==> src/design/dims_pkg.sv <==
package dims_pkg;
  localparam int CLK_PERIOD_NS = 40;
  localparam int ROW_W = 13;
  localparam int BANK_W = 2;
  localparam int COL_W = 3;
  // Power-up and DLL timing
  localparam int POWERUP_WAIT_US = 200;
  localparam int CKE_WAIT_NS = 400;
  localparam int POWERUP_WAIT_CYC = (POWERUP_WAIT_US * 1000 + CLK_PERIOD_NS - 1) / CLK_PERIOD_NS;
  localparam int CKE_WAIT_CYC = (CKE_WAIT_NS + CLK_PERIOD_NS - 1) / CLK_PERIOD_NS;
  localparam int DLL_LOCK_CYC = 200;
  localparam int MIN_REFRESH_CNT = 2;
  localparam int MODE_SET_CYC = 2;
  localparam int XSNR_CYC = 4;
  localparam int XSRD_CYC = 200;
  localparam int SHORT_BURST = 4;
  localparam int LONG_BURST = 8;
  // Bank codes for mode set targets
  localparam logic [1:0] BANK_MODE = 2'h0;
  localparam logic [1:0] BANK_EXT1 = 2'h1;
  localparam logic [1:0] BANK_EXT2 = 2'h2;
  localparam logic [1:0] BANK_EXT3 = 2'h3;
  // Mode register field positions
  localparam int MR_BL_LSB = 0;
  localparam int MR_BT_BIT = 3;
  localparam int MR_CL_LSB = 4;
  localparam int MR_TM_BIT = 7;
  localparam int MR_DLLRST_BIT = 8;
  localparam int MR_WR_LSB = 9;
  localparam int EMR1_DLL_BIT = 0;
  localparam int EMR1_CAL_LSB = 7;
  localparam int AP_BIT = 10;
  localparam logic [2:0] BL_CODE_4 = 3'h2;
  localparam logic [2:0] BL_CODE_8 = 3'h3;
  localparam logic [2:0] CAL_DEFAULT = 3'h7;
  localparam logic [2:0] CAL_EXIT = 3'h0;
  localparam logic [2:0] WR_FAST_CODE = 3'h1;
  localparam logic [2:0] WR_DEFAULT = 3'h2;
  localparam logic [2:0] CL_DEFAULT = 3'h3;
  localparam int FAST_CLK_PS = 1875;
  // Command encodings {cs_n, ras_n, cas_n, we_n}
  localparam logic [3:0] CMD_MODE_SET = 4'h0;
  localparam logic [3:0] CMD_REFRESH = 4'h1;
  localparam logic [3:0] CMD_PRECHARGE = 4'h2;
  localparam logic [3:0] CMD_ACTIVATE = 4'h3;
  localparam logic [3:0] CMD_WRITE = 4'h4;
  localparam logic [3:0] CMD_READ = 4'h5;
  localparam logic [3:0] CMD_NOP = 4'h7;
  localparam logic [3:0] CMD_DESELECT = 4'hf;
  typedef enum logic [3:0] {
    DIMS_ERR_NONE, DIMS_ERR_MODE_BUSY, DIMS_ERR_BURST_CUT, DIMS_ERR_SR_BUSY,
    DIMS_ERR_PD_BUSY, DIMS_ERR_XSNR, DIMS_ERR_XSRD, DIMS_ERR_ILLEGAL, DIMS_ERR_WAP
  } dims_err_e;
endpackage

==> src/design/dims_link_if.sv <==
`timescale 1ns/1ps
`default_nettype none
interface dims_link_if;
  import dims_pkg::*;
  logic cke;
  logic [3:0] cmd;
  logic [BANK_W-1:0] bank;
  logic [ROW_W-1:0] addr;
  logic termination_enable;
  logic write_mask;
  modport ctrl (output cke, cmd, bank, addr, termination_enable, write_mask);
  modport mem (input cke, cmd, bank, addr, termination_enable, write_mask);
endinterface
`default_nettype wire

==> src/design/dims_burst_order.sv <==
`timescale 1ns/1ps
`default_nettype none
module dims_burst_order (
  input wire logic [dims_pkg::COL_W-1:0] start_col, // Starting column bits
  input wire logic [dims_pkg::COL_W-1:0] beat, // Beat index
  input wire logic long_burst, // High for length 8
  input wire logic interleave, // Burst type
  output logic [dims_pkg::COL_W-1:0] col // Column for this beat
);
  import dims_pkg::*;
  logic [1:0] low;
  always_comb begin
    if (interleave) begin
      low = start_col[1:0] ^ beat[1:0];
    end else begin
      low = start_col[1:0] + beat[1:0];
    end
    col[1:0] = low;
    if (long_burst) begin
      col[2] = start_col[2] ^ beat[2];
    end else begin
      col[2] = start_col[2];
    end
  end
endmodule
`default_nettype wire

==> src/design/dims_mem_end.sv <==
`timescale 1ns/1ps
`default_nettype none
module dims_mem_end #(
  parameter int CLK_PERIOD_PS = 2500 // Controller clock period
) (
  input wire logic core_clk, // Clock
  input wire logic rst_n, // Async reset, active low
  dims_link_if.mem link, // Command side
  output logic [dims_pkg::ROW_W-1:0] mode_reg, // Mode register
  output logic [dims_pkg::ROW_W-1:0] ext1_reg, // Extended register 1
  output logic [dims_pkg::ROW_W-1:0] ext2_reg, // Extended register 2
  output logic [dims_pkg::ROW_W-1:0] ext3_reg, // Extended register 3
  output logic [3:0] mode_written, // Registers written once
  output logic termination_on, // Termination active
  output logic self_refresh, // In self refresh
  output logic power_down, // In power-down
  output logic calibrating, // Calibration mode
  output logic dll_ready, // DLL locked
  output logic [dims_pkg::COL_W-1:0] burst_col, // Current burst column
  output logic burst_active, // Burst in progress
  output logic beat_masked, // Current write beat masked
  output dims_pkg::dims_err_e err_code // Last violation
);
  import dims_pkg::*;
  logic [3:0] cmd;
  logic cke_prev;
  logic [3:0] open_banks;
  logic [3:0] busy_cnt;
  logic [3:0] burst_left;
  logic [COL_W-1:0] burst_start;
  logic [COL_W-1:0] beat_idx;
  logic burst_write;
  logic [7:0] dll_cnt;
  logic [7:0] xs_cnt;
  logic [COL_W-1:0] order_col;
  logic all_idle;
  logic is_col_cmd;
  logic is_active_cmd;
  logic long_bl;

  assign cmd = link.cmd;
  assign all_idle = (open_banks == 4'h0) && (busy_cnt == 4'h0) && !burst_active;
  assign is_col_cmd = (cmd == CMD_READ) || (cmd == CMD_WRITE);
  assign is_active_cmd = (cmd != CMD_NOP) && (cmd != CMD_DESELECT);
  assign long_bl = (mode_reg[MR_BL_LSB +: 3] == BL_CODE_8);

  function automatic logic [3:0] bank_bit(input logic [BANK_W-1:0] b);
    bank_bit = 4'h1 << b;
  endfunction

  always_ff @(posedge core_clk or negedge rst_n) begin
    if (!rst_n) begin
      cke_prev <= 1'b0;
    end else begin
      cke_prev <= link.cke;
    end
  end

  // Mode set capture; termination level ignored in decode
  always_ff @(posedge core_clk or negedge rst_n) begin
    if (!rst_n) begin
      mode_reg <= '0;
      ext1_reg <= '0;
      ext2_reg <= '0;
      ext3_reg <= '0;
      mode_written <= 4'h0;
    end else if (cke_prev && link.cke && cmd == CMD_MODE_SET && all_idle) begin
      mode_written <= mode_written | bank_bit(link.bank);
      case (link.bank)
        BANK_MODE: mode_reg <= link.addr;
        BANK_EXT1: ext1_reg <= link.addr;
        BANK_EXT2: ext2_reg <= link.addr;
        default: ext3_reg <= link.addr;
      endcase
    end
  end

  // Bank and busy tracking
  always_ff @(posedge core_clk or negedge rst_n) begin
    if (!rst_n) begin
      open_banks <= 4'h0;
      busy_cnt <= 4'h0;
    end else if (cke_prev && link.cke) begin
      busy_cnt <= (busy_cnt != 4'h0) ? busy_cnt - 4'h1 : 4'h0;
      case (cmd)
        CMD_ACTIVATE: open_banks <= open_banks | bank_bit(link.bank);
        CMD_PRECHARGE: begin
          open_banks <= link.addr[AP_BIT] ? 4'h0 : open_banks & ~bank_bit(link.bank);
          busy_cnt <= 4'(MODE_SET_CYC);
        end
        CMD_MODE_SET: busy_cnt <= 4'(MODE_SET_CYC);
        default: ;
      endcase
    end
  end

  // Burst engine
  always_ff @(posedge core_clk or negedge rst_n) begin
    if (!rst_n) begin
      burst_active <= 1'b0;
      burst_left <= 4'h0;
      burst_start <= '0;
      beat_idx <= '0;
      burst_write <= 1'b0;
      burst_col <= '0;
      beat_masked <= 1'b0;
    end else begin
      beat_masked <= burst_active && burst_write && link.write_mask;
      burst_col <= order_col;
      if (burst_active) begin
        beat_idx <= beat_idx + 3'h1;
        burst_left <= burst_left - 4'h1;
        if (burst_left == 4'h1) begin
          burst_active <= 1'b0;
        end
      end else if (cke_prev && link.cke && is_col_cmd) begin
        burst_active <= 1'b1;
        burst_left <= long_bl ? 4'(LONG_BURST) : 4'(SHORT_BURST);
        burst_start <= link.addr[COL_W-1:0];
        beat_idx <= '0;
        burst_write <= (cmd == CMD_WRITE);
      end
    end
  end

  dims_burst_order u_order (
    .start_col(burst_start),
    .beat(beat_idx),
    .long_burst(long_bl),
    .interleave(mode_reg[MR_BT_BIT]),
    .col(order_col)
  );

  // Low-power states from clock enable transitions
  always_ff @(posedge core_clk or negedge rst_n) begin
    if (!rst_n) begin
      self_refresh <= 1'b0;
      power_down <= 1'b0;
      termination_on <= 1'b0;
      xs_cnt <= 8'h0;
    end else begin
      termination_on <= link.termination_enable && !self_refresh && link.cke;
      if (xs_cnt != 8'h0) begin
        xs_cnt <= xs_cnt - 8'h1;
      end
      if (cke_prev && !link.cke) begin
        if (cmd == CMD_REFRESH && all_idle) begin
          self_refresh <= 1'b1;
        end else if (!self_refresh) begin
          power_down <= 1'b1;
        end
      end else if (!cke_prev && link.cke) begin
        if (self_refresh) begin
          xs_cnt <= 8'(XSRD_CYC);
        end
        self_refresh <= 1'b0;
        power_down <= 1'b0;
      end
    end
  end

  // DLL lock counter and calibration mode
  always_ff @(posedge core_clk or negedge rst_n) begin
    if (!rst_n) begin
      dll_cnt <= 8'h0;
      dll_ready <= 1'b0;
      calibrating <= 1'b0;
    end else begin
      if (cke_prev && link.cke && cmd == CMD_MODE_SET && all_idle &&
          ((link.bank == BANK_MODE && link.addr[MR_DLLRST_BIT]) ||
           (link.bank == BANK_EXT1 && !link.addr[EMR1_DLL_BIT]))) begin
        dll_cnt <= 8'(DLL_LOCK_CYC);
        dll_ready <= 1'b0;
      end else if (dll_cnt != 8'h0) begin
        dll_cnt <= dll_cnt - 8'h1;
        dll_ready <= (dll_cnt == 8'h1);
      end
      if (cke_prev && link.cke && cmd == CMD_MODE_SET && link.bank == BANK_EXT1 && all_idle) begin
        calibrating <= (link.addr[EMR1_CAL_LSB +: 3] != CAL_EXIT);
      end
    end
  end

  // Violation reporting, latest wins
  always_ff @(posedge core_clk or negedge rst_n) begin
    if (!rst_n) begin
      err_code <= DIMS_ERR_NONE;
    end else if (cke_prev && link.cke && is_active_cmd && burst_active && !is_col_cmd) begin
      err_code <= DIMS_ERR_BURST_CUT;
    end else if (cke_prev && link.cke && cmd == CMD_MODE_SET && !all_idle) begin
      err_code <= DIMS_ERR_MODE_BUSY;
    end else if (cke_prev && !link.cke && !all_idle) begin
      err_code <= (cmd == CMD_REFRESH) ? DIMS_ERR_SR_BUSY : DIMS_ERR_PD_BUSY;
    end else if (calibrating && !link.cke) begin
      err_code <= DIMS_ERR_ILLEGAL;
    end else if (xs_cnt > 8'(XSRD_CYC - XSNR_CYC) && link.cke && is_active_cmd) begin
      err_code <= DIMS_ERR_XSNR;
    end else if (xs_cnt != 8'h0 && cmd == CMD_READ) begin
      err_code <= DIMS_ERR_XSRD;
    end else if (CLK_PERIOD_PS < FAST_CLK_PS && is_col_cmd && cmd == CMD_WRITE &&
                 link.addr[AP_BIT]) begin
      err_code <= DIMS_ERR_WAP;
    end
  end
endmodule
`default_nettype wire

==> src/flat_wrapper.sv <==
// flat-port wrapper written by rule: the top's interface ports become plain ports
module dims_mem_end_flat import dims_pkg::*;
#(
  parameter int CLK_PERIOD_PS = 2500                           
)
  (core_clk, rst_n, mode_reg, ext1_reg, ext2_reg, ext3_reg, mode_written, termination_on, self_refresh, power_down, calibrating, dll_ready, burst_col, burst_active, beat_masked, err_code, link_cke, link_cmd, link_bank, link_addr, link_termination_enable, link_write_mask);
  dims_link_if link_i ();
  input wire logic core_clk;
  input wire logic rst_n;
  output logic [dims_pkg::ROW_W-1:0] mode_reg;
  output logic [dims_pkg::ROW_W-1:0] ext1_reg;
  output logic [dims_pkg::ROW_W-1:0] ext2_reg;
  output logic [dims_pkg::ROW_W-1:0] ext3_reg;
  output logic [3:0] mode_written;
  output logic termination_on;
  output logic self_refresh;
  output logic power_down;
  output logic calibrating;
  output logic dll_ready;
  output logic [dims_pkg::COL_W-1:0] burst_col;
  output logic burst_active;
  output logic beat_masked;
  output dims_pkg::dims_err_e err_code;
  input wire logic [$bits(link_i.cke)-1:0] link_cke;
  input wire logic [$bits(link_i.cmd)-1:0] link_cmd;
  input wire logic [$bits(link_i.bank)-1:0] link_bank;
  input wire logic [$bits(link_i.addr)-1:0] link_addr;
  input wire logic [$bits(link_i.termination_enable)-1:0] link_termination_enable;
  input wire logic [$bits(link_i.write_mask)-1:0] link_write_mask;
  assign link_i.cke = link_cke;
  assign link_i.cmd = link_cmd;
  assign link_i.bank = link_bank;
  assign link_i.addr = link_addr;
  assign link_i.termination_enable = link_termination_enable;
  assign link_i.write_mask = link_write_mask;
  dims_mem_end #(.CLK_PERIOD_PS(CLK_PERIOD_PS)) u_core (.core_clk(core_clk), .rst_n(rst_n), .link(link_i), .mode_reg(mode_reg), .ext1_reg(ext1_reg), .ext2_reg(ext2_reg), .ext3_reg(ext3_reg), .mode_written(mode_written), .termination_on(termination_on), .self_refresh(self_refresh), .power_down(power_down), .calibrating(calibrating), .dll_ready(dll_ready), .burst_col(burst_col), .burst_active(burst_active), .beat_masked(beat_masked), .err_code(err_code));
endmodule
==> config.mk <==
export PLATFORM = sky130hd
export DESIGN_NAME = dims_mem_end_flat
export DESIGN_NICKNAME = d
export VERILOG_FILES = /design/src/design/dims_pkg.sv /design/src/design/dims_link_if.sv /design/src/design/dims_burst_order.sv /design/src/design/dims_mem_end.sv /design/src/flat_wrapper.sv
export SDC_FILE = /design/constraint.sdc
export NUM_CORES = 1
export LEC_CHECK = 0
export BUFFER_PORTS_ARGS = -buffer_cell sky130_fd_sc_hd__buf_2
export CAP_MARGIN = 10
export CORE_MARGIN = 1
export CORE_UTILIZATION = 52
export DETAILED_ROUTE_END_ITERATION = 8
export PLACE_DENSITY = 0.76
export SYNTH_ARGS = -nofsm -noshare
export SYNTH_HDL_FRONTEND = slang
export SYNTH_HIERARCHICAL = 1
export SYNTH_SLANG_ARGS = --single-unit
==> constraint.sdc <==
create_clock -name core_clk -period 2.6 [get_ports core_clk]
set_input_delay 0.26 -clock core_clk [delete_from_list [all_inputs] [get_ports core_clk]]
set_output_delay 0.26 -clock core_clk [all_outputs]
set_load 0.05 [all_outputs]
=== After elaboration in Yosys (flattened, before gate mapping) ===
Index checks and enable logic that the tools add are counted.

* Word-level logic and storage cells: 149
* Input port bits: 24
* Register bits after elaboration: 106

* Order comparisons: 1
* Add/subtract/negate cells: 6
* Reduce and logical (&&, ||, !) cells: 60
* Shifts and indexed selects: 1
* Multiplexer cells: 35
* Bitwise operators: 8
* Eq/ne operators: 15

{| class="wikitable"
|+ Operator list
! kind !! number
|-
| 2-to-1 mux 4 bit || 12
|-
| 2-to-1 mux 8 bit || 6
|-
| logical AND 1 bit || 28
|-
| nonzero test 8 bit || 2
|-
| subtractor 8 x 1 -> 8 bit (second input constant) || 2
|-
| AND reduction 2 bit || 7
|-
| zero test 4 bit || 3
|-
| 2-to-1 mux 1 bit || 12
|-
| 2-to-1 mux 3 bit || 3
|-
| == test 4 x 1 -> 1 bit (second input constant) || 2
|-
| == test 4 x 2 -> 1 bit (second input constant) || 2
|-
| == test 4 x 3 -> 1 bit (second input constant) || 2
|-
| == test 8 x 1 -> 1 bit (second input constant) || 1
|-
| greater-than comparator 8 bit (second input constant) || 1
|-
| bitwise OR 4 bit || 2
|-
| case mux 4 bit (2 select lines) || 1
|-
| nonzero test 2 bit || 4
|-
| subtractor 4 x 1 -> 4 bit (second input constant) || 2
|-
| zero test 1 bit || 7
|-
| nonzero test 6 bit || 1
|-
| AND 4 bit || 1
|-
| != test 2 bit (second input constant) || 2
|-
| != test 4 x 3 -> 1 bit (second input constant) || 1
|-
| != test 4 bit (second input constant) || 1
|-
| other kinds (19) || 21
|}

=== Longest topological paths before layout ===
Gate-level depths: netlist of the first run.

* Depth after elaboration: 8
* Gate-level depth with buffers: 8

=== Cells and area by module ===
Netlist of the first run, hierarchy kept.

{| class="wikitable"
|+ By module, submodules not included
! module !! seq. area each (um^2) !! times used !! area an instance (um^2) !! cells each
|-
| dims_mem_end || 2627.5 || 1 || 4635.7 || 375
|-
| dims_burst_order || 0.0 || 1 || 48.8 || 6
|}

=== Least setup slack after synthesis of the first run ===
OpenSTA, ideal clock, no wires.

* Kind: register -> register
* Start point: register u_core.burst_active
* End point: register u_core/ext2_reg[10] (netlist bit)
* Cell stages (with the launch flop): 9
* Data required time: 2.475 ns
* Path buffers: 3
* Data arrival time: 2.122 ns
* Setup time: 0.125 ns
* Slack: 0.353 ns
* Clock period less this slack: 2.247 ns
* Path through: dfrtp_1 clkbuf_1 nor4_1 and3_1 clkbuf_2 nand2_4 nor2_4 buf_8 mux2_2

* Word-level cells in the longest chain between the ends: 4

{| class="wikitable"
|+ RTL lines
! what !! line !! text
|-
| from (decl) || dims_mem_end.sv:20 || <nowiki>output logic burst_active,</nowiki>
|-
| from (signal assigned) || dims_mem_end.sv:100 || <nowiki>burst_active <= 1'b0;</nowiki>
|-
| from (signal assigned) || dims_mem_end.sv:114 || <nowiki>burst_active <= 1'b0;</nowiki>
|-
| from (signal assigned) || dims_mem_end.sv:117 || <nowiki>burst_active <= 1'b1;</nowiki>
|-
| zero test 1 bit || dims_mem_end.sv:42 || <nowiki>assign all_idle = (open_banks == 4'h0) && (busy_cnt == 4'h0) && !burst_active;</nowiki>
|-
| logical AND 1 bit || dims_mem_end.sv:42 ||
|-
| logical AND 1 bit || dims_mem_end.sv:67 || <nowiki>end else if (cke_prev && link.cke && cmd == CMD_MODE_SET && all_idle) begin</nowiki>
|-
| AND reduction 2 bit (no source line) || -- ||
|-
| to (signal assigned) || dims_mem_end.sv:72 || <nowiki>BANK_EXT2: ext2_reg <= link.addr;</nowiki>
|-
| to (decl) || dims_mem_end.sv:11 || <nowiki>output logic [dims_pkg::ROW_W-1:0] ext2_reg,</nowiki>
|}

No other way between the ends.
A chain may end at the register's enable or synchronous reset.

=== Worst setup path after layout of the first run ===
* Start point: register u_core.open_banks[1]
* End point: register u_core/ext3_reg[3] (netlist bit)

* Word-level cells in the longest chain between the ends: 5

{| class="wikitable"
|+ RTL lines
! what !! line !! text
|-
| from (decl) || dims_mem_end.sv:27 || <nowiki>logic [3:0] open_banks;</nowiki>
|-
| from (signal assigned) || dims_mem_end.sv:86 || <nowiki>CMD_ACTIVATE: open_banks <= open_banks | bank_bit(link.bank);</nowiki>
|-
| from (signal assigned) || dims_mem_end.sv:88 || <nowiki>open_banks <= link.addr[AP_BIT] ? 4'h0 : open_banks & ~bank_bit(link.bank);</nowiki>
|-
| zero test 4 bit || dims_mem_end.sv:42 ||
|-
| logical AND 1 bit (2 in series) || dims_mem_end.sv:42 ||
|-
| logical AND 1 bit || dims_mem_end.sv:67 ||
|-
| AND reduction 2 bit (no source line) || -- ||
|-
| to (signal assigned) || dims_mem_end.sv:73 || <nowiki>default: ext3_reg <= link.addr;</nowiki>
|-
| to (decl) || dims_mem_end.sv:12 || <nowiki>output logic [dims_pkg::ROW_W-1:0] ext3_reg,</nowiki>
|}

No other way between the ends.

==> impl_metrics.csv, run 1 <==
group,metric,value,unit
status,status,"complete, no violations",
layout,layout.nets,513,
clocking,clockBufferDepth,2,
timing,period_share,86.98,%
synth,syn_inst,381,
synth,avgSynthCellArea,12.30,um^2
detailed_routing,viasPerCell,5.508,
grt,antenna_found_initial,1,
critical_path,critPathCaptureType,"flop",
timing,min_period,2.261,ns
synth,yosysUniqueCellTypes,47,
timing,slew_violations,0,
clocking,clock_latency,0.37,ns
grt,grt_overflow,0,
timing,whs,0.08095,ns
floorplanning,initial_core_util,53.72,%
layout,drive_above_1_share,37.27,%
critical_path,critPathMaxFanout,14,
synth,yosysWarnings,6,
critical_path,critPathKind,"flop to flop",
detailed_routing,drt-initial-drc-count,179,
synth,synth_top_cell_area_share,56.09,%
synth,synth_ff_type,"dfrtp_1",
detailed_routing,firstDrtPassIters,4,
placement,dp_hpwl,6836,um
timing,setup_violations,0,
job,drv_cap,0,
timing,skew,0.01438,ns
timing,finalSetupTns,0,ns
critical_path,start_kind,"flop",
placement,gp_congestion,0.8268,
synth,async_reset_ff_share,100.0,%
layout,fillerInstances,712,
critical_path,arrival,2.51,ns
clocking,post-cts-setup-buffers,0,
synth,synth_edf_count,0,
floorplanning,die_w,96.92,um
synth,ys_ff_latch,105,
critical_path,r2r_slack,0.34,ns
grt,grt_pass1_vias,3294,
timing,fmaxAchievable,442.2,MHz
detailed_routing,routed_wl,9505,um
clocking,numCtsBuffers,9,
floorplanning,io_pins,94,
synth,synthTopCellsByArea,"dfrtp_1 56%, mux2_2 12%, ha_1 2.9%, mux2_4 2.2%, nor2_1 2.1%",
worst_hold_path,hp-class,"input pin to flop",
clocking,cts_root_buf,"clkbuf_8",
detailed_routing,wl_per_cell,16.06,um
floorplanning,design.core.area,8721,um^2
synth,syn_area,4684,um^2
detailed_routing,drc,0,
pwr,p_leak,2.907,nW
clocking,clk_pin_slew,0.11,ns
pwr,powerDensity,879.9,nW/um^2
timing,slew_headroom,50.27,%
detailed_routing,vias,3261,
pwr,ir_drop,0.4891,mV
synth,postSynthNetCount,416,
floorplanning,num_rows,34,
grt,grt_usage,21.65,%
floorplanning,dieArea,9393,um^2
timing,rsz0062_at_grt,"false",
clocking,cts.sinks,105,
placement,port_buffers,92,
timing,tightest_slew,0.7459,ns
clocking,htree_levels,3,
grt,grt_max_degree,61,
clocking,tritoncts,"yes",
detailed_routing,ant_nets,0,
critical_path,worst_ep_required_time,2.84,ns
floorplanning,die_h,96.92,um
synth,synth.largest_area_cell,"dfrtp_1",
layout,syn_to_final_growth,17.55,%
grt,grt_first_pass_wirelength,16160,um
timing,finalHoldViolCount,0,
synth,ys_seq_area_share,56.09,%
[per-layer routing]
layer	share of wire [%]	GRT usage [%]	wire, um
met5	0	0	0
met2	48	34.62	4576
met4	0.87	7.003	83
met3	5.9	5.853	559
met1	45	28.79	4286
[synth_stat cells, types with 3 or more instances]
cell type  number
clkbuf_1        5
mux2_2         49
and2_1          3
o21ai_0        17
o31ai_1         5
ha_1           11
nand3_1         7
nor2b_1         7
nand2b_1        7
or2_2           3
xor2_1          4
mux2_4          7
a21oi_1        10
nand3b_1        3
a31oi_1         5
and3_1          6
mux2i_1         5
a211oi_1        3
nand2_1        23
xnor2_1        10
dfrtp_1       105
nor2_1         26
buf_6           3
inv_1          13
nor3_1         14
[placed cells by master (no fill, tap or decap), types with 2 or more instances in the layout]
cell type,count
inv_6,2
dfrtp_1,105
and3_1,6
a31oi_1,5
nor3b_1,2
nand3_1,7
or2_2,3
buf_4,5
nand2_1,23
xnor2_1,10
nor2_1,26
nor2_4,2
nand2b_1,7
clkbuf_8,10
mux2_4,7
bufinv_16,3
o31ai_1,5
inv_1,13
buf_2,91
a21oi_1,10
nand3_4,2
a211oi_1,3
o21ai_0,17
a211o_1,2
nand3b_1,3
xor2_1,4
a21o_1,2
nor3_1,14
nor2b_1,7
mux2_2,49
mux2i_1,5
nor4_1,2
or3_1,2
and2_1,3
ha_1,11
[worst max-delay path: stages, from the launching register on]
cell	delay, ns
dfrtp_1	0.40
nor4_1	0.36
and3_1	0.49
nand2_4	0.12
nor2_4	0.38
mux2_2	0.39
[cells by family (layout without fill, tap and decap cells)]
group                      count (synthesis)  after routing  synth area share [%]
AOI/OAI and AO/OA                         51             51                 6.945
xor gates and xnor gates                  14             14                 2.617
adders and majority gates                 11             11                 2.938
buffers and inverters                     25            127                 3.072
DFF                                      105            105                 56.09
muxes                                     61             61                 15.09
other                                      1              2               0.08005
and+or+nand+nor                          113            113                 13.17
[stage by stage]
stage | cells | instance area, um^2 | utilization (%) | total power (W) | worst slack, ns
after floorplan | 381 | 4684 | - | 0.003249 | 0.3533
after global placement | 574 | 5238 | 60.06 | 0.003551 | 0.3480
after detailed placement | 574 | 5238 | 60.06 | 0.003619 | 0.2769
after CTS | 591 | 5504 | 63.11 | 0.004877 | 0.3193
after global routing | 592 | 5507 | 63.14 | 0.005125 | 0.2266
final | 592 | 5507 | 63.14 | 0.004845 | 0.3386
[final timing paths]
| path | start | end | cells past startpoint |
|---|---|---|---|
| max | u_core/open_banks[1] | u_core/ext3_reg[3] | 5 |
| min | link_cke | u_core/cke_prev | 1 |
| max reg2reg | u_core/open_banks[1] | u_core/ext3_reg[3] | 5 |
| min reg2reg | u_core/mode_written[2] | u_core/mode_written[2] | 1 |
| max in group asynchronous | rst_n | u_core/busy_cnt[1] | 3 |
| min in group asynchronous | rst_n | u_core/dll_ready | 2 |
[final cells by class]
| cell class | count | area (um^2) | area share, % |
|---|---|---|---|
| diodes | 1 | 2.502 | 0.04544 |
| multi-input cells | 251 | 1913 | 34.74 |
| well taps | 108 | 135.1 | 2.454 |
| repair buffers | 98 | 523.0 | 9.498 |
| inverters | 13 | 48.80 | 0.8862 |
| clock buffers | 10 | 137.6 | 2.499 |
| clock inverters | 6 | 118.9 | 2.159 |
| flip-flops and latches | 105 | 2628 | 47.72 |
[where the power goes]
group / total [W] / switching (W) / internal [W] / leakage [nW]
Clock: 0.00126 / 0.000582 / 0.000680 / 0.129
Sequential: 0.00222 / 0.000274 / 0.00194 / 1.38
Combinational: 0.00136 / 0.000832 / 0.000533 / 1.40
[timing repair]
action,in CTS,in global routing
hold buffers,1,0
hold endpoints to repair,59,0
gates resized for setup,0,0
Power figures use the tool's default switching activity.
==> inputs of run 2 (changes only) <==
--- a/config.mk
+++ b/config.mk
@@ -13,5 +13,4 @@
 export PLACE_DENSITY = 0.76
 export SYNTH_ARGS = -nofsm -noshare
 export SYNTH_HDL_FRONTEND = slang
-export SYNTH_HIERARCHICAL = 1
 export SYNTH_SLANG_ARGS = --single-unit
==> run 2 against run 1 <==
  * Non-clock buffer count increased by 3
  * Cell count is 0.84% higher
  * Setup slack gained 0.025 ns
  * Largest power group unchanged
  * Global-route usage fell by 0.42 points
  * Highest routed layer unchanged
  * Synthesized area rose by 0.93%
  * Sequential share of layout area is 0.26 points higher
  * Combinational power shrank 7%
  * Largest cell class unchanged
  * Wire length grew 0.29%
  * Critical endpoint is now u_core.dll_ready
==> impl_metrics.csv, run 2 <==
group,metric,value,unit
status,status,"complete, no violations",
critical_path,rr_worst_depth,5,
timing,setup_violations,0,
worst_hold_path,hold_depth,1,
critical_path,startpoint,"u_core.busy_cnt[1]",
timing,tightest_slew,0.5853,ns
grt,grt_usage,21.23,%
floorplanning,io_pins,94,
timing,rsz0062_at_grt,"false",
detailed_routing,vias,3277,
detailed_routing,ant_nets,0,
clocking,ctsResizeCount,0,
detailed_routing,viasPerCell,5.489,
clocking,cts.sinks,105,
floorplanning,initial_core_util,53.95,%
synth,avgSynthCellArea,12.25,um^2
layout,n_antenna_cell,0,
clocking,cts_root_buf,"clkbuf_8",
layout,drive_above_1_share,36.61,%
timing,period_share,86.01,%
synth,ys_seq_area_share,55.57,%
synth,synth_ff_type,"dfrtp_1",
synth,syn_inst,386,
placement,gp_congestion,0.8689,
worst_hold_path,min_to,"u_core.cke_prev",
synth,synth_commonest_cells,"105 x dfrtp_1, 48 x mux2_2, 29 x nor2_1, 21 x nand2_1, 17 x o21ai_0",
grt,antenna_found_initial,0,
layout,layout.nets,518,
synth,ys_ff_latch,105,
grt,grtUsageMet1,26.49,%
layout,syn_to_final_growth,15.82,%
critical_path,worst_ep_required_time,2.85,ns
floorplanning,die_h,97.36,um
synth,synth_top_family_by_area,"multiplexers",
detailed_routing,firstDrtPassIters,4,
critical_path,arrival,2.49,ns
timing,slew_violations,0,
detailed_routing,drt-initial-drc-count,122,
placement,dp_hpwl,7111,um
clocking,htree_levels,3,
job,drv_cap,0,
grt,met2_usage,35.16,%
synth,synthTopCellsByArea,"dfrtp_1 56%, mux2_2 11%, ha_1 2.6%, nor2_1 2.3%, o21ai_0 1.8%",
synth,synth.largest_area_cell,"dfrtp_1",
pwr,powerDensity,818.5,nW/um^2
synth,synth_xor_area_share,1.667,%
synth,postSynthNetCount,420,
synth,yosys.area_share.simple,13.87,%
clocking,post-cts-setup-buffers,0,
synth,yosysWarnings,0,
detailed_routing,wl_per_cell,15.97,um
critical_path,critPathCaptureType,"flop",
synth,synthMuxAreaShare,14.37,%
clocking,numCtsBuffers,9,
synth,syn_area,4728,um^2
critical_path,timing.rr.end,"u_core.dll_ready",
pwr,ir_drop,0.3469,mV
pwr,p_leak,2.861,nW
timing,slew_headroom,60.98,%
worst_hold_path,hp-class,"input pin to flop",
floorplanning,dieArea,9478,um^2
grt,busiest_layer,"met2",
detailed_routing,drc,0,
synth,synth_edf_count,0,
synth,synth_compound_area_share,8.362,%
clocking,clk_pin_slew,0.11,ns
critical_path,start_kind,"flop",
synth,async_reset_ff_share,100.0,%
timing,min_period,2.236,ns
layout,final_cell_mix,"105 x dfrtp_1, 91 x buf_2, 48 x mux2_2",
placement,place_ws,0.3638,ns
grt,grt_overflow,0,
floorplanning,num_rows,34,
critical_path,r2r-start,"u_core.busy_cnt[1]",
critical_path,critPathKind,"flop to flop",
timing,fin_ws,0.3637,ns
clocking,tritoncts,"yes",
detailed_routing,routed_wl,9533,um
grt,grt_pass1_vias,3260,
timing,finalHoldViolCount,0,
synth,synthAdderAreaFrac,2.646,%
grt,grt.met3_usage,5.252,%
layout,fillerInstances,711,
timing,whs,0.04791,ns
timing,finalSetupTns,0,ns
layout,final_common_cell,"dfrtp_1",
critical_path,r2r_slack,0.36,ns
floorplanning,die_w,97.36,um
worst_hold_path,hp-start,"link_cke",
synth,synth_top_cell_area_share,55.57,%
grt,grt_max_degree,48,
timing,skew,0.01182,ns
grt,grt_first_pass_wirelength,15810,um
clocking,holdBufCountCts,1,
synth,yosysUniqueCellTypes,49,
clocking,clockBufferDepth,2,
critical_path,critPathMaxFanout,17,
clocking,clock_latency,0.38,ns
floorplanning,design.core.area,8763,um^2
timing,fmaxAchievable,447.2,MHz
synth,synth_most_common_cell,"dfrtp_1",
placement,port_buffers,92,
## run 2: cell types whose count changed in the layout (fill, tap and decap cells not counted), moves of 3 or more
cell	before	now
a22o_1	0	5
nor2_1	26	29
bufinv_16	3	0
xnor2_1	10	7
mux2_4	7	0
mux2_1	0	7
or3_1	2	5
buf_4	5	9
inv_8	1	4
## run 2: report_power, final
part | internal [W] | switching, W | leakage, nW
logic | 0.000475 | 0.000792 | 1.38
clock network | 0.000389 | 0.000623 | 0.100
registers | 0.00193 | 0.000276 | 1.38
total | 0.00279 | 0.00169 | 2.86
## run 2: through the flow
| step | utilization [%] | total power, W | cell area (um^2) | std cells |
|---|---|---|---|---|
| after detailed placement | 60.08 | 0.003503 | 5265 | 580 |
| after global placement | 60.08 | 0.003435 | 5265 | 580 |
| after CTS | 62.49 | 0.004513 | 5477 | 597 |
| final | 62.49 | 0.004483 | 5477 | 597 |
| after global routing | 62.49 | 0.004744 | 5477 | 597 |
| after floorplan | - | 0.003162 | 4728 | 386 |
## run 2: kinds of logic after synthesis
logic type / count (synthesis)
AOI/OAI and AO/OA: 55
xor gates and xnor gates: 9
adders and majority gates: 10
buffers and inverters: 25
DFF: 105
muxes: 61
other: 1
and+or+nand+nor: 120
## run 2: worst max path at each step
stage,to,slack [ns],depth (start not counted)
2_1_floorplan,u_core.ext2_reg[10],0.40,8
3_3_place_gp,u_core.dll_ready,0.47,7
3_5_place_dp,u_core.dll_ready,0.36,5
4_1_cts,u_core.dll_ready,0.36,5
5_1_grt,u_core.dll_ready,0.22,6
6_report,u_core.dll_ready,0.36,5
## run 2: cell type report
cell class              instances  area, um^2  share of cell area (%)
clock buffers                   9       123.9                   2.262
flip-flops and latches        105        2628                   47.98
clock inverters                 7       77.57                   1.416
well taps                     108       135.1                   2.467
repair buffers                101       533.0                   9.733
multi-input cells             256        1938                   35.39
inverters                      11       41.29                  0.7539
## run 2: critical path, cell delays in order, from the launching register on
cell and delay, ns:
dfrtp_1 0.42, nor3_1 0.36, and3_1 0.49, nand3_4 0.31, o22ai_2 0.42, nor3_1 0.11
## run 2: metal layers
| layer | vias to the layer above | share of wire (%) |
|---|---|---|
| met5 | - | 0 |
| met4 | 0 | 1.9 |
| met3 | 16 | 6.6 |
| met2 | 104 | 50 |
| met1 | 1604 | 41 |
| li1 | 1553 | - |
==> inputs of run 3 (changes only) <==
==> constraint.sdc (replaced) <==
create_clock -name core_clk -period 2.4 [get_ports core_clk]
set_input_delay 0.24 -clock core_clk [delete_from_list [all_inputs] [get_ports core_clk]]
set_output_delay 0.24 -clock core_clk [all_outputs]
set_load 0.05 [all_outputs]
==> run 3 against run 2 <==
  * Sequential share of layout area fell by 0.27 points
  * Clock power rose by 8%
  * Highest routed layer unchanged
  * Sequential power rose by 8%
  * Maximum frequency rose by 7.7%
  * Die area did not move
  * Register-to-register slack got worse by 0.04 ns
  * Clock-buffer cell count rose by 2
  * Sequential cell count did not move
==> impl_metrics.csv, run 3 (synthesis results as in run 2) <==
group,metric,value,unit
critical_path,critPathCaptureType,"flop",
timing,min_period,2.076,ns
placement,gp_congestion,0.8375,
floorplanning,dieArea,9478,um^2
layout,layout.nets,521,
clocking,numCtsBuffers,9,
grt,grt_first_pass_wirelength,16160,um
critical_path,r2r_slack,0.32,ns
status,status,"complete, no violations",
layout,postLayoutCoreUtil,62.85,%
grt,grt_pass1_vias,3260,
critical_path,arrival,2.34,ns
timing,slew_headroom,64.36,%
timing,setup_violations,0,
clocking,htree_levels,3,
clocking,post-cts-setup-buffers,0,
detailed_routing,ant_nets,0,
detailed_routing,routed_wl,9375,um
critical_path,worst_ep_required_time,2.66,ns
timing,finalSetupTns,0,ns
worst_hold_path,hp-class,"input pin to flop",
pwr,ir_drop,0.4545,mV
detailed_routing,firstDrtPassIters,4,
timing,tightest_slew,0.5346,ns
floorplanning,design.core.area,8763,um^2
detailed_routing,vias,3268,
layout,final_common_cell,"dfrtp_1",
floorplanning,num_rows,34,
critical_path,start_kind,"flop",
detailed_routing,drt-initial-drc-count,87,
timing,finalHoldViolCount,0,
clocking,cts_root_buf,"clkbuf_8",
layout,drive_above_1_share,36.79,%
clocking,ctsResizeCount,0,
critical_path,critPathKind,"flop to flop",
timing,slew_violations,0,
clocking,clk_pin_slew,0.11,ns
pwr,p_leak,2.880,nW
grt,antenna_found_initial,0,
layout,multiInputGateArea,1938,um^2
critical_path,critPathMaxFanout,14,
detailed_routing,drc,0,
grt,grt_overflow,0,
floorplanning,die_h,97.36,um
grt,grt_max_degree,45,
floorplanning,die_w,97.36,um
timing,skew,0.01327,ns
layout,final_cell_mix,"105 x dfrtp_1, 91 x buf_2, 48 x mux2_2",
clocking,clockBufferDepth,2,
detailed_routing,wl_per_cell,15.63,um
clocking,clock_latency,0.37,ns
detailed_routing,viasPerCell,5.447,
worst_hold_path,hold_depth,1,
timing,period_share,86.51,%
layout,fillerInstances,675,
pwr,powerDensity,876.9,nW/um^2
clocking,cts.sinks,105,
placement,port_buffers,92,
placement,dp_hpwl,6764,um
grt,grt_usage,21.36,%
clocking,tritoncts,"yes",
clocking,holdBufCountCts,1,
layout,regArea,2628,um^2
timing,rsz0062_at_grt,"false",
layout,syn_to_final_growth,16.49,%
layout,n_antenna_cell,0,
floorplanning,initial_core_util,53.95,%
critical_path,rr_worst_depth,5,
floorplanning,io_pins,94,
timing,fmaxAchievable,481.6,MHz
job,drv_cap,0,
-- run 3: cell count changes in the layout (fill, tap and decap cells not counted), sizes merged --
| cell | previous run | this run |
|---|---|---|
| buf | 100 | 103 |
| clkbuf | 9 | 11 |
| clkinvlp | 1 | 0 |
| inv | 16 | 15 |
-- run 3: power by group --
group          switching, W  internal [W]  total (W)
logic              0.000841      0.000518    0.00136
clock network      0.000651      0.000438    0.00109
registers          0.000293       0.00209    0.00238
-- run 3: path summary, 6_finish.rpt --
| path | from | to |
|---|---|---|
| setup / recovery | u_core.busy_cnt[1] | u_core.ext2_reg[9] |
| hold / removal | link_cke | u_core.cke_prev |
| setup reg to reg | u_core.busy_cnt[1] | u_core.ext2_reg[9] |
| hold reg to reg | u_core.mode_written[1] | u_core.mode_written[1] |
| max in group asynchronous | rst_n | u_core.busy_cnt[2] |
| min in group asynchronous | rst_n | u_core.xs_cnt[4] |
-- run 3: per-stage QoR --
| step | std cells | hold slack, ns | cell area, um^2 | total power (W) | setup WS (ns) |
|---|---|---|---|---|---|
| after floorplan | 386 | -0.05559 | 4728 | 0.003425 | 0.1999 |
| after detailed placement | 583 | 0.2595 | 5300 | 0.003785 | 0.3409 |
| after global routing | 600 | 0.02822 | 5508 | 0.005120 | 0.1825 |
| after CTS | 600 | 0.03073 | 5508 | 0.004874 | 0.3351 |
| after global placement | 583 | 0.2574 | 5300 | 0.003722 | 0.4349 |
| final | 600 | 0.04464 | 5508 | 0.004830 | 0.3236 |
-- run 3: final cells by class --
class                   count  share of cell area (%)
flip-flops and latches    105                   47.71
well taps                 108                   2.453
inverters                  11                  0.7497
clock buffers              11                   2.567
clock inverters             5                   1.022
repair buffers            104                   10.31
multi-input cells         256                   35.19
-- run 3: layer usage --
| layer | vias to the layer above | track usage [%] | part of all wire, % |
|---|---|---|---|
| li1 | 1558 | - | - |
| met1 | 1628 | 27.96 | 44 |
| met2 | 72 | 34.99 | 49 |
| met3 | 10 | 6.187 | 5.1 |
| met4 | 0 | 5.769 | 1.1 |
| met5 | - | 0 | 0 |
-- run 3: worst max-delay path: stages, from the launching register on --
cell	delay, ns
dfrtp_1	0.42
nor3_1	0.37
and3_1	0.38
and3_1	0.21
buf_4	0.23
mux2_2	0.36
